File: src/inc/cbi_pkg.sv
// Constants and types of the multiplexed bus interface.
// Assumes one 250 MHz clock and an APB register port.
package cbi_pkg;
    // Register byte offsets
    localparam logic [7:0] OFS_CTRL = 8'h00;
    localparam logic [7:0] OFS_ADDR = 8'h04;
    localparam logic [7:0] OFS_WDATA = 8'h08;
    localparam logic [7:0] OFS_RDATA = 8'h0C;
    localparam logic [7:0] OFS_STATUS = 8'h10;
    localparam logic [7:0] OFS_FAULT = 8'h14;
    localparam logic [7:0] OFS_DISC = 8'h18;
    // Control register fields
    localparam int CTRL_DATA = 0;
    localparam int CTRL_READ = 1;
    localparam int CTRL_MEM = 2;
    localparam int CTRL_LOCK = 3;
    localparam int CTRL_KEY = 4;
    localparam int CTRL_ASTATE = 8;
    // Status register fields
    localparam int STAT_PEND = 0;
    localparam int STAT_LOCK = 1;
    localparam int STAT_PRIV = 2;
    localparam int STAT_OWN = 3;
    // Discrete register fields
    localparam int DISC_DMA_ON = 0;
    localparam int DISC_DMA_OFF = 1;
    localparam int DISC_PWR_CLR = 2;
    localparam int DISC_BIST = 3;
    localparam int DISC_START = 4;
    localparam int DISC_FATAL = 5;
    localparam int DISC_MAJOR = 6;
    // Fault register fields
    localparam int FLT_PROT_OWN = 0;
    localparam int FLT_PROT_FOREIGN = 1;
    localparam int FLT_PARITY = 2;
    // Fixed values
    localparam logic [15:0] IO_TRIG_ADDR = 16'h400B;
    localparam logic [3:0] TRIG_PULSE_CYC = 4'h4;
    localparam logic [3:0] INIT_PULSE_CYC = 4'h8;
    localparam logic [15:0] FAULT_RESET = 16'h0000;
    // Bus cycle sequencer states
    typedef enum logic [2:0] {
        ST_IDLE = 3'b000,
        ST_REQ = 3'b001,
        ST_ADDR = 3'b010,
        ST_ALAT = 3'b011,
        ST_DATA = 3'b100,
        ST_END = 3'b101
    } cbi_state_type;
endpackage

File: src/design/cbi_bus_interface.sv
// Multiplexed 16-bit processor bus interface, arbitration and discretes.
// Assumes pins synchronous to clk and three-state wires resolved outside.
//
// What this block does
// (RQ1) Drive data, direction, space cycle-type lines
// (RQ2) Release shared outputs outside owned cycles
// (RQ3) Address valid at address strobe falling edge
// (RQ4) Address-ready low inserts address wait states
// (RQ5) Active-low data strobe in every cycle
// (RQ6) Data-ready low inserts data wait states
// (RQ7) Shared 16-line bus, line 0 MSB
// (RQ8) Drive access key; zero means privileged
// (RQ9) Drive address-state page group select
// (RQ10) Request low until bus cycle begins
// (RQ11) Start on grant, bus free, unlocked, or while holding own lock
// (RQ12) Grant high keeps all shared outputs released outside a cycle or held lock
// (RQ13) Busy low marks the bus cycle
// (RQ14) Busy rising edge samples fault inputs
// (RQ15) Monitor busy during foreign cycles too
// (RQ16) Lock mimics busy in unlocked cycles
// (RQ17) Lock held across read-modify-write sequences
// (RQ18) DMA enable cleared by reset, set by commands
// (RQ19) Self test sets power-up; command clears it
// (RQ20) Start-new flags next-cycle instruction start
// (RQ21) Trigger reset pulses on I/O 400B, at init
// (RQ22) Unrecoverable and major error outputs
// (RQ23) Parity error captured in fault bit 2
// (RQ24) Address phase first, then data phase
//
// The address map and the APB register port were decided locally.
`timescale 1ns/1ps
module cbi_bus_interface (
    // Clock and reset
    input wire logic clk,
    input wire logic sys_rst,
    // APB slave
    input wire logic psel,
    input wire logic penable,
    input wire logic pwrite,
    input wire logic [7:0] paddr,
    input wire logic [31:0] pwdata,
    output logic [31:0] prdata,
    output logic pready,
    output logic pslverr,
    // Information bus, line 0 is the most significant
    input wire logic [0:15] infoBusIn,
    output logic [0:15] infoBusOut,
    output logic infoBusOeN,
    // Cycle-type, strobes, key and state, one shared enable
    output logic dataNotInstr,
    output logic readNotWrite,
    output logic memNotIo,
    output logic address_strobe,
    output logic data_strobe_n,
    output logic [3:0] access_key,
    output logic [3:0] address_state,
    output logic ctrlOeN,
    // Ready inputs
    input wire logic address_ready,
    input wire logic data_ready,
    // Arbitration
    output logic busReqN,
    input wire logic busGrantN,
    input wire logic busBusyIn,
    output logic busBusyOut,
    output logic busBusyOeN,
    input wire logic busLockIn,
    output logic busLockOut,
    output logic busLockOeN,
    // Fault inputs
    input wire logic protect_error_in_n,
    input wire logic parity_error_in_n,
    // Discretes
    output logic dmaEnable,
    output logic normal_powerup_out,
    output logic instr_start_next,
    output logic trigger_go_reset_n,
    output logic unrecoverable_error_out,
    output logic major_error_out
);

    ////////////////////////////////////////////////////////////
    // State

    typedef struct packed {
        cbi_pkg::cbi_state_type st; // Sequencer state
        logic isData; // Cycle is data access
        logic isRead; // Cycle reads
        logic isMem; // Cycle is memory
        logic lockReq; // Cycle keeps the lock
        logic [3:0] key; // Access key
        logic [3:0] aState; // Page group select
        logic [15:0] addr; // Cycle address
        logic [15:0] wdata; // Write data
        logic [15:0] rdata; // Last read data
        logic lockHeld; // Lock kept past cycle end
        logic ownCyc; // Current busy is ours
        logic prevBusy; // Busy wire, last cycle
        logic [15:0] fault; // Fault register
        logic dmaEn; // DMA enable discrete
        logic npu; // Normal power-up
        logic startNew; // Start-new pulse
        logic errU; // Unrecoverable error
        logic errM; // Major error
        logic [3:0] trigCnt; // Trigger pulse counter
        logic [31:0] rd; // APB read data
    } cbi_regs_type;

    cbi_regs_type r;
    cbi_regs_type next_r;

    // Decoded APB strobes, bus monitor events and fault set
    logic setup;
    logic wrEn;
    logic mapped;
    logic busEdge;
    logic acquire;
    logic [15:0] faultSet;

    ////////////////////////////////////////////////////////////
    // APB decode

    // Setup phase latches read data so prdata is a flop
    assign setup = psel && !penable;
    // Writes take effect at the single access edge
    assign wrEn = psel && penable && pwrite;
    // Registers fill the aligned words up to the last one
    assign mapped = paddr[1:0] == 2'h0 && paddr <= cbi_pkg::OFS_DISC;
    // Zero wait states: ready in every access phase
    assign pready = psel && penable;
    assign pslverr = psel && penable && !mapped;
    assign prdata = r.rd;

    ////////////////////////////////////////////////////////////
    // Bus monitoring

    // Busy trailing edge, seen on the wire whoever drives it
    assign busEdge = !r.prevBusy && busBusyIn; // [RQ14] [RQ15]
    // Free, unlocked bus with our grant, or our own lock
    assign acquire = r.lockHeld ||
                     (!busGrantN && busBusyIn && busLockIn); // [RQ11]

    // Fault bits caught at the busy trailing edge
    always_comb begin
        faultSet = 16'h0000;
        if (busEdge) begin
            faultSet[cbi_pkg::FLT_PROT_OWN] = !protect_error_in_n && r.ownCyc;
            faultSet[cbi_pkg::FLT_PROT_FOREIGN] = !protect_error_in_n && !r.ownCyc;
            faultSet[cbi_pkg::FLT_PARITY] = !parity_error_in_n; // [RQ23]
        end
    end

    ////////////////////////////////////////////////////////////
    // Next state

    always_comb begin
        next_r = r;
        next_r.prevBusy = busBusyIn;
        next_r.startNew = 1'b0;
        // Trailing edge ends ownership; a start at that edge sets it again
        if (busEdge) begin
            next_r.ownCyc = 1'b0;
        end
        // Trigger counter runs down to idle
        if (r.trigCnt != 4'h0) begin
            next_r.trigCnt = r.trigCnt - 4'h1;
        end

        // Bus cycle sequencer
        case (r.st)
            cbi_pkg::ST_IDLE: begin
                // Launch is taken in the APB block below
                next_r.st = cbi_pkg::ST_IDLE;
            end
            cbi_pkg::ST_REQ: begin
                if (acquire) begin
                    next_r.st = cbi_pkg::ST_ADDR; // [RQ11]
                    next_r.ownCyc = 1'b1;
                end
            end
            cbi_pkg::ST_ADDR: begin
                // Wait states stretch the address phase
                if (address_ready) begin // [RQ4]
                    next_r.st = cbi_pkg::ST_ALAT;
                end
            end
            cbi_pkg::ST_ALAT: begin
                // Address held one cycle past strobe fall
                next_r.st = cbi_pkg::ST_DATA; // [RQ3] [RQ24]
            end
            cbi_pkg::ST_DATA: begin
                // Wait states stretch the data phase
                if (data_ready) begin // [RQ6]
                    next_r.st = cbi_pkg::ST_END;
                    if (r.isRead) begin
                        next_r.rdata = infoBusIn;
                    end
                    // Program-controlled trigger pulse
                    if (!r.isMem && !r.isRead &&
                        r.addr == cbi_pkg::IO_TRIG_ADDR) begin
                        next_r.trigCnt = cbi_pkg::TRIG_PULSE_CYC; // [RQ21]
                    end
                end
            end
            cbi_pkg::ST_END: begin
                // Lock survives only when this cycle asked for it
                next_r.st = cbi_pkg::ST_IDLE;
                next_r.lockHeld = r.lockReq; // [RQ17]
            end
            default: begin
                next_r.st = cbi_pkg::ST_IDLE;
            end
        endcase

        // Set wins over software clear
        if (wrEn && paddr == cbi_pkg::OFS_FAULT) begin
            next_r.fault = r.fault & ~pwdata[15:0];
        end
        next_r.fault = next_r.fault | faultSet; // [RQ14]

        // Register writes
        if (wrEn) begin
            case (paddr)
                cbi_pkg::OFS_CTRL: begin
                    // Ignored while a cycle is pending
                    if (r.st == cbi_pkg::ST_IDLE) begin
                        next_r.isData = pwdata[cbi_pkg::CTRL_DATA];
                        next_r.isRead = pwdata[cbi_pkg::CTRL_READ];
                        next_r.isMem = pwdata[cbi_pkg::CTRL_MEM];
                        next_r.lockReq = pwdata[cbi_pkg::CTRL_LOCK];
                        next_r.key = pwdata[cbi_pkg::CTRL_KEY +: 4];
                        next_r.aState = pwdata[cbi_pkg::CTRL_ASTATE +: 4];
                        next_r.st = cbi_pkg::ST_REQ; // [RQ10]
                    end
                end
                cbi_pkg::OFS_ADDR: begin
                    next_r.addr = pwdata[15:0];
                end
                cbi_pkg::OFS_WDATA: begin
                    next_r.wdata = pwdata[15:0];
                end
                cbi_pkg::OFS_DISC: begin
                    // Enable wins when both commands come at once
                    if (pwdata[cbi_pkg::DISC_DMA_OFF]) begin
                        next_r.dmaEn = 1'b0;
                    end
                    if (pwdata[cbi_pkg::DISC_DMA_ON]) begin
                        next_r.dmaEn = 1'b1; // [RQ18]
                    end
                    if (pwdata[cbi_pkg::DISC_PWR_CLR]) begin
                        next_r.npu = 1'b0;
                    end
                    if (pwdata[cbi_pkg::DISC_BIST]) begin
                        next_r.npu = 1'b1; // [RQ19]
                    end
                    next_r.startNew = pwdata[cbi_pkg::DISC_START]; // [RQ20]
                    next_r.errU = pwdata[cbi_pkg::DISC_FATAL]; // [RQ22]
                    next_r.errM = pwdata[cbi_pkg::DISC_MAJOR]; // [RQ22]
                end
                default: next_r.addr = next_r.addr;
            endcase
        end

        // Read data is captured in the setup phase
        if (setup) begin
            case (paddr)
                cbi_pkg::OFS_CTRL: begin
                    next_r.rd = {20'h00000, r.aState, r.key, r.lockReq,
                                 r.isMem, r.isRead, r.isData};
                end
                cbi_pkg::OFS_ADDR: next_r.rd = {16'h0000, r.addr};
                cbi_pkg::OFS_WDATA: next_r.rd = {16'h0000, r.wdata};
                cbi_pkg::OFS_RDATA: next_r.rd = {16'h0000, r.rdata};
                cbi_pkg::OFS_STATUS: begin
                    next_r.rd = {28'h0000000,
                                 r.st != cbi_pkg::ST_IDLE && r.st != cbi_pkg::ST_REQ,
                                 r.key == 4'h0, // [RQ8]
                                 r.lockHeld,
                                 r.st != cbi_pkg::ST_IDLE};
                end
                cbi_pkg::OFS_FAULT: next_r.rd = {16'h0000, r.fault};
                cbi_pkg::OFS_DISC: begin
                    next_r.rd = {25'h0000000, r.errM, r.errU, 2'b00,
                                 r.npu, 1'b0, r.dmaEn};
                end
                default: next_r.rd = 32'h00000000;
            endcase
        end
    end

    ////////////////////////////////////////////////////////////
    // Registers

    // Reset clears DMA and starts the init trigger pulse
    always_ff @(posedge clk or posedge sys_rst) begin
        if (sys_rst) begin
            r <= '0;
            r.st <= cbi_pkg::ST_IDLE;
            r.prevBusy <= 1'b1;
            r.fault <= cbi_pkg::FAULT_RESET;
            r.dmaEn <= 1'b0; // [RQ18]
            r.trigCnt <= cbi_pkg::INIT_PULSE_CYC; // [RQ21]
        end else begin
            r <= next_r;
        end
    end

    ////////////////////////////////////////////////////////////
    // Pin drive

    logic inCycle;
    logic own;
    // Busy is driven from address phase to the end cycle
    assign inCycle = r.st == cbi_pkg::ST_ADDR || r.st == cbi_pkg::ST_ALAT ||
                     r.st == cbi_pkg::ST_DATA || r.st == cbi_pkg::ST_END;
    // Grant high outside a cycle or lock leaves us released
    assign own = inCycle || r.lockHeld; // [RQ2] [RQ12]

    assign ctrlOeN = !own; // [RQ2]
    assign dataNotInstr = r.isData; // [RQ1]
    assign readNotWrite = r.isRead; // [RQ1]
    assign memNotIo = r.isMem; // [RQ1]
    assign access_key = r.key; // [RQ8]
    assign address_state = r.aState; // [RQ9]
    assign address_strobe = r.st == cbi_pkg::ST_ADDR; // [RQ3]
    assign data_strobe_n = r.st != cbi_pkg::ST_DATA; // [RQ5]
    // Address first, then write data; read leaves the bus
    assign infoBusOut = (r.st == cbi_pkg::ST_DATA) ? r.wdata : r.addr; // [RQ7] [RQ24]
    assign infoBusOeN = !(r.st == cbi_pkg::ST_ADDR || r.st == cbi_pkg::ST_ALAT ||
                          (r.st == cbi_pkg::ST_DATA && !r.isRead));
    assign busReqN = r.st != cbi_pkg::ST_REQ; // [RQ10]
    assign busBusyOut = r.st == cbi_pkg::ST_END; // [RQ13]
    assign busBusyOeN = !inCycle;
    // Lock copies busy unless the lock is being kept
    assign busLockOut = busBusyOut && !r.lockReq; // [RQ16]
    assign busLockOeN = !own;
    assign dmaEnable = r.dmaEn;
    assign normal_powerup_out = r.npu;
    assign instr_start_next = r.startNew;
    assign trigger_go_reset_n = r.trigCnt == 4'h0;
    assign unrecoverable_error_out = r.errU;
    assign major_error_out = r.errM;
endmodule

File: config.mk
export PLATFORM = sky130hd
export DESIGN_NAME = cbi_bus_interface
export DESIGN_NICKNAME = d
export VERILOG_FILES = /design/src/inc/cbi_pkg.sv /design/src/design/cbi_bus_interface.sv
export SDC_FILE = /design/constraint.sdc
export NUM_CORES = 1
export LEC_CHECK = 0
export ABC_AREA = 0
export BUFFER_PORTS_ARGS = -buffer_cell sky130_fd_sc_hd__buf_2
export CORE_UTILIZATION = 53
export DETAILED_ROUTE_END_ITERATION = 16
export PLACE_DENSITY = 0.84
export SKIP_CTS_REPAIR_TIMING = 1
export SLEW_MARGIN = 20
export SYNTH_ARGS = -nofsm -noshare
export SYNTH_HDL_FRONTEND = slang
export SYNTH_SLANG_ARGS = --single-unit
export TNS_END_PERCENT = 100
File: constraint.sdc
create_clock -name clk -period 3.8 [get_ports clk]
set_input_delay 0.19 -clock clk [delete_from_list [all_inputs] [get_ports clk]]
set_output_delay 0.19 -clock clk [all_outputs]
set_load 0.02 [all_outputs]
# ---- Word level (Yosys, flattened, before mapping)
# Cells that the tools add are included.
dict set report word_totals {
  regBits 123
  in_bits 68
  output_inout_bits 76
  word_cells 117
}
dict set report classes {
  add_sub_neg 1
  magnitude_cmp 1
  n_eq_ne 14
  mux 26
  n_bitwise 3
  reduce_logical 51
}
# operator n
set op_table {}
lappend op_table {{$pmux W16 S7} 1}
lappend op_table {{$mux W16} 4}
lappend op_table {{$mux W47} 1}
lappend op_table {{$mux W15} 2}
lappend op_table {{$eq A8 B5 Y1 const B} 3}
lappend op_table {{$mux W3} 6}
lappend op_table {{$and A16 B16 Y16} 1}
lappend op_table {{$eq A16 B15 Y1 const B} 1}
lappend op_table {{$eq A8 B4 Y1 const B} 2}
lappend op_table {{$logic_and A1 B1 Y1} 16}
lappend op_table {{$mux W4} 4}
lappend op_table {{$not A16 Y16} 1}
lappend op_table {{$or A16 B3 Y16} 1}
lappend op_table {{$logic_not A1 Y1} 13}
lappend op_table {{$pmux W3 S4} 1}
lappend op_table {{$reduce_and A3 Y1} 4}
lappend op_table {{$eq A8 B3 Y1 const B} 1}
lappend op_table {{$le A8 B5 Y1 const B} 1}
lappend op_table {{$logic_not A4 Y1} 2}
lappend op_table {{$logic_not A8 Y1} 1}
lappend op_table {{$mux W1} 7}
lappend op_table {{$eq A3 B2 Y1 const B} 2}
lappend op_table {{$eq A3 B3 Y1 const B} 2}
lappend op_table {{$logic_or A1 B1 Y1} 6}
lappend op_table {{other kinds (10)} 13}

# ---- Longest topological paths before layout
dict set report depth {
  depth_word 9
  depth_mapped 7
  depth_no_buf 6
}

# ---- Least setup slack after synthesis
# Ideal clock, no wire load.
dict set report synth_timing {
  path_type {in2reg}
  startpoint {in paddr[5]}
  endpoint {reg r[77] in the netlist's numbering}
  setup_time_ns 0.125
  t_arrival_ns 2.053
  t_required_ns 3.675
  slack_ns 1.622
  cell_stages 6
  path_buffers 2
  path_cell_list {or3_1 clkbuf_1 or2_2 nor3_2 buf_2 mux2_2}
}
dict set report synth_between {
  elab_chain_len 2
}
# element line_no
set synth_rtl {}
lappend synth_rtl {{from (decl)} cbi_bus_interface.sv:40} ;# input wire logic [7:0] paddr,
lappend synth_rtl {{$eq A8 B4 Y1} cbi_bus_interface.sv:223} ;# case (paddr)
lappend synth_rtl {{$reduce_and A2 Y1 (no line)} -}
lappend synth_rtl {{to (signal assigned)} cbi_bus_interface.sv:304} ;# r <= next_r;
lappend synth_rtl {{to (decl)} cbi_bus_interface.sv:109} ;# cbi_regs_type r;
# No other way between the ends.
# A chain may end at the register's enable or synchronous reset.

# ---- Worst setup path after layout
dict set report layout_timing {
  startpoint {reg r[122] in the netlist's numbering}
  endpoint {out infoBusOeN}
}
dict set report layout_between {
  elab_chain_len 4
  word_cells_on_any_way 7
  cone_classes {eq/ne: 3; reduce/logical: 4}
}
# element line_no
set layout_rtl {}
lappend layout_rtl {{$eq A3 B2 Y1 / $eq A3 B3 Y1 (equally long branches)} {cbi_bus_interface.sv:329, cbi_bus_interface.sv:330}}
lappend layout_rtl {{$logic_or A1 B1 Y1 / $logic_and A1 B1 Y1 (equally long branches)} {cbi_bus_interface.sv:329, cbi_bus_interface.sv:330}}
lappend layout_rtl {{$logic_or A1 B1 Y1 *} cbi_bus_interface.sv:329} ;# assign infoBusOeN = !(r.st == cbi_pkg::ST_ADDR || r.st == cbi_pkg::ST_ALAT ||
lappend layout_rtl {{$logic_not A1 Y1 *} cbi_bus_interface.sv:329}
lappend layout_rtl {{to (decl)} cbi_bus_interface.sv:48} ;# output logic infoBusOeN,
# Every way passes the cells marked *; elsewhere a longest branch is shown, timed or not.

==> qor.csv <==
stage;metric;value;unit
cts;clock-root-buffer;clkbuf_8;
synth;muxShareOfSynthArea;18.1;%
timing;setup_viol;0;
synth;synth_edf_count;0;
global_routing;grt_pass1_wl;21300;um
timing;hold_viol;0;
synth;synth_top_area_cell;dfrtp_1;
die;placementRows;36;
synth;yosysWarnings;0;
synth;synth_seq_cells;107;
synth;synth-simple-area-share;13.4;%
worst_setup_path;cp-end-kind;primary output;
synth;synth_top_family_by_area;multiplexers;
global_routing;antenna_found_initial;0;
worst_setup_path;path_max_fanout;19;
timing;tightest_slew;1030;ps
worst_setup_path;critPathKind;flip-flop to primary output;
synth;synthAdderAreaFrac;0.230;%
place;numPortBuffers;111;
cts;cts_buffer_depth;2;
layout;stdcell_count;706;
power_and_ir_drop;leakage;3.14;nW
worst_setup_path;reg2regPathDepth;3;
die;fp.dieH;103;um
timing;max_freq;306;MHz
layout;layout_common_cells;111 x buf_2, 105 x dfrtp_1, 75 x nand2_1;
detailed_routing;routed_wl;13800;um
worst_setup_path;start_kind;flip-flop;
detailed_routing;drt-pass1-iter-count;5;
timing;clock_skew;14.1;ps
timing;rsz0062_at_grt;no;
place;place_inst;688;
timing;layout_min_cycle_time;3270;ps
layout;nets;637;
global_routing;grt_pass1_vias;4049;
cts;clock_sinks;107;
cts;htreeDepth;3;
layout;num_antenna_cells;0;
global_routing;grt_usage;27.0;%
synth;synth_compound_gate_area_share;10.1;%
synth;synth_top_area_share;48.2;%
detailed_routing;ant_nets;0;
worst_hold_path;hold_class;input pin to async pin;
detailed_routing;routedWlPerCell;19.6;um
synth;syn_area_per_cell;11.2;um^2
global_routing;grt_max_degree;77;
synth;netlist_top_cells_area;dfrtp_1 48%, mux2_2 12%, buf_4 5.8%;
worst_setup_path;cp-startpoint;r[122]$_DFF_PP0_;
timing;maxSlewHeadroom;31.1;%
cts;clk_pin_slew_worst_paths;100;ps
cts;cts_tree;yes;
place;gp_congestion;0.934;
die;num_io_pins;144;
synth;synth_cell_type_count;61;
die;core;9860;um^2
die;fp.dieW;103;um
synth;ys_async_sr_fraction;100;%
power_and_ir_drop;powerDensity;409;nW/um^2
layout;syn_to_final_growth;11.9;%
die;start_util;55.2;%
worst_setup_path;r2r_start;r[122]$_DFF_PP0_;
die;die_area;10700;um^2
timing;setup_tns;0;ps
place;hpwl;9510;um
synth;synth_cells;487;
synth;synth_area;5450;um^2
synth;yosysSeqAreaShare;49.2;%
layout;final_common_cell;buf_2;
synth;ys.flop_type;dfrtp_1;
timing;report.final.slew_viol_count;0;
power_and_ir_drop;power;2.49;mW
worst_setup_path;rr_endpoint;r[65]$_DFFE_PP0P_;
layout;drive_gt1_share;38.2;%
worst_setup_path;crit_required;3610;ps
power_and_ir_drop;ir_drop;0.000184;V
cts;numCtsBuffers;9;
run_status;outcome;finished, final reports clean;
synth;synthXorXnorAreaFrac;0.322;%
cts;clk_latency;370;ps
worst_setup_path;reg2reg_slack;900;ps
layout;seq_area;2680;um^2
worst_setup_path;crit_arrival;3080;ps
layout;n_fill_cell;796;
global_routing;grt_remaining_overflow;0;
detailed_routing;vias_per_cell;5.87;
detailed_routing;vias;4143;
layout;multiInputGateArea;2360;um^2
run;cap_violations;0;
detailed_routing;drt-initial-drc-count;280;
timing;min_period_over_period;86.1;%
detailed_routing;drc;0;
-- worst max-delay path: stages, from the launching register on --
cell and delay, ps:
dfrtp_1 530, nor3b_2 770, clkinv_1 850, o21a_1 400, buf_2 150
-- stage by stage --
stage,area [um^2],utilization [%],setup WS [ps],hold WS (ps)
2_1_floorplan,5500,-,796,194
5_1_grt,6090,61.8,456,23.7
6_report,6090,61.8,528,13.5
3_3_place_gp,5850,59.3,1070,314
4_1_cts,6070,61.6,634,-74.5
3_5_place_dp,5850,59.3,1010,323
-- registers in the layout (all words and copies together), names as in the netlist --
name,cells
dataNotInstr,1
readNotWrite,1
prdata,16
unrecoverable_error_out,1
address_state,4
dmaEnable,1
major_error_out,1
normal_powerup_out,1
instr_start_next,1
r,75
access_key,4
memNotIo,1
-- cells by family after synthesis --
family,count (synthesis)
mux,79
compound gates,75
other cells,1
flops,107
xor+xnor,2
fa+ha+maj,1
simple gates,147
buf+inv,75
-- worst max-delay path by stage --
stage                                               to  slack (ps)  cells after the start
after floorplan              access_key[0]$_DFFE_PP0P_         800                      1
after global placement    address_state[1]$_DFFE_PP0P_        1070                      5
after detailed placement             r[71]$_DFFE_PP0P_        1010                      3
after CTS                                   infoBusOeN         630                      4
after global routing                     infoBusOut[0]         460                      5
final                                       infoBusOeN         530                      4
-- cells in the mapped netlist, types with 4 or more instances --
cell	count
mux2_2	59
dfrtp_1	105
nand2b_1	7
clkbuf_1	19
nor4_1	4
o21ai_0	14
a21boi_0	13
a22oi_1	11
buf_4	42
nand3_1	4
mux2_4	9
nand3b_1	4
a22o_1	12
nor2b_1	7
nand2_1	75
mux2i_1	5
mux4_2	6
nor2_1	14
inv_1	8
nor3_1	8
-- metal layers --
layer  up-vias  part of all wire [%]  global-route usage (%)  wire (um)
li1       1827                     -                       -          -
met3        36                   8.0                    6.18       1100
met4         0                   3.0                    14.1        419
met1      2049                    43                    36.3       5890
met2       231                    46                    41.2       6440
met5         -                     0                       0          0
-- cell type report --
class	instances	area share [%]
tap	133	2.73
clock buffer	12	2.38
clock inverter	4	1.21
inverter	9	0.595
multi-input combinational	320	38.7
timing repair buffer	121	10.4
sequential	107	44.0
-- where the power goes --
part	total (mW)	switching [mW]	internal, mW	leakage (nW)
logic	0.481	0.319	0.162	1.56
registers	1.23	0.0564	1.18	1.47
clock network	0.774	0.384	0.390	0.111
Power figures use the tool's default switching activity.
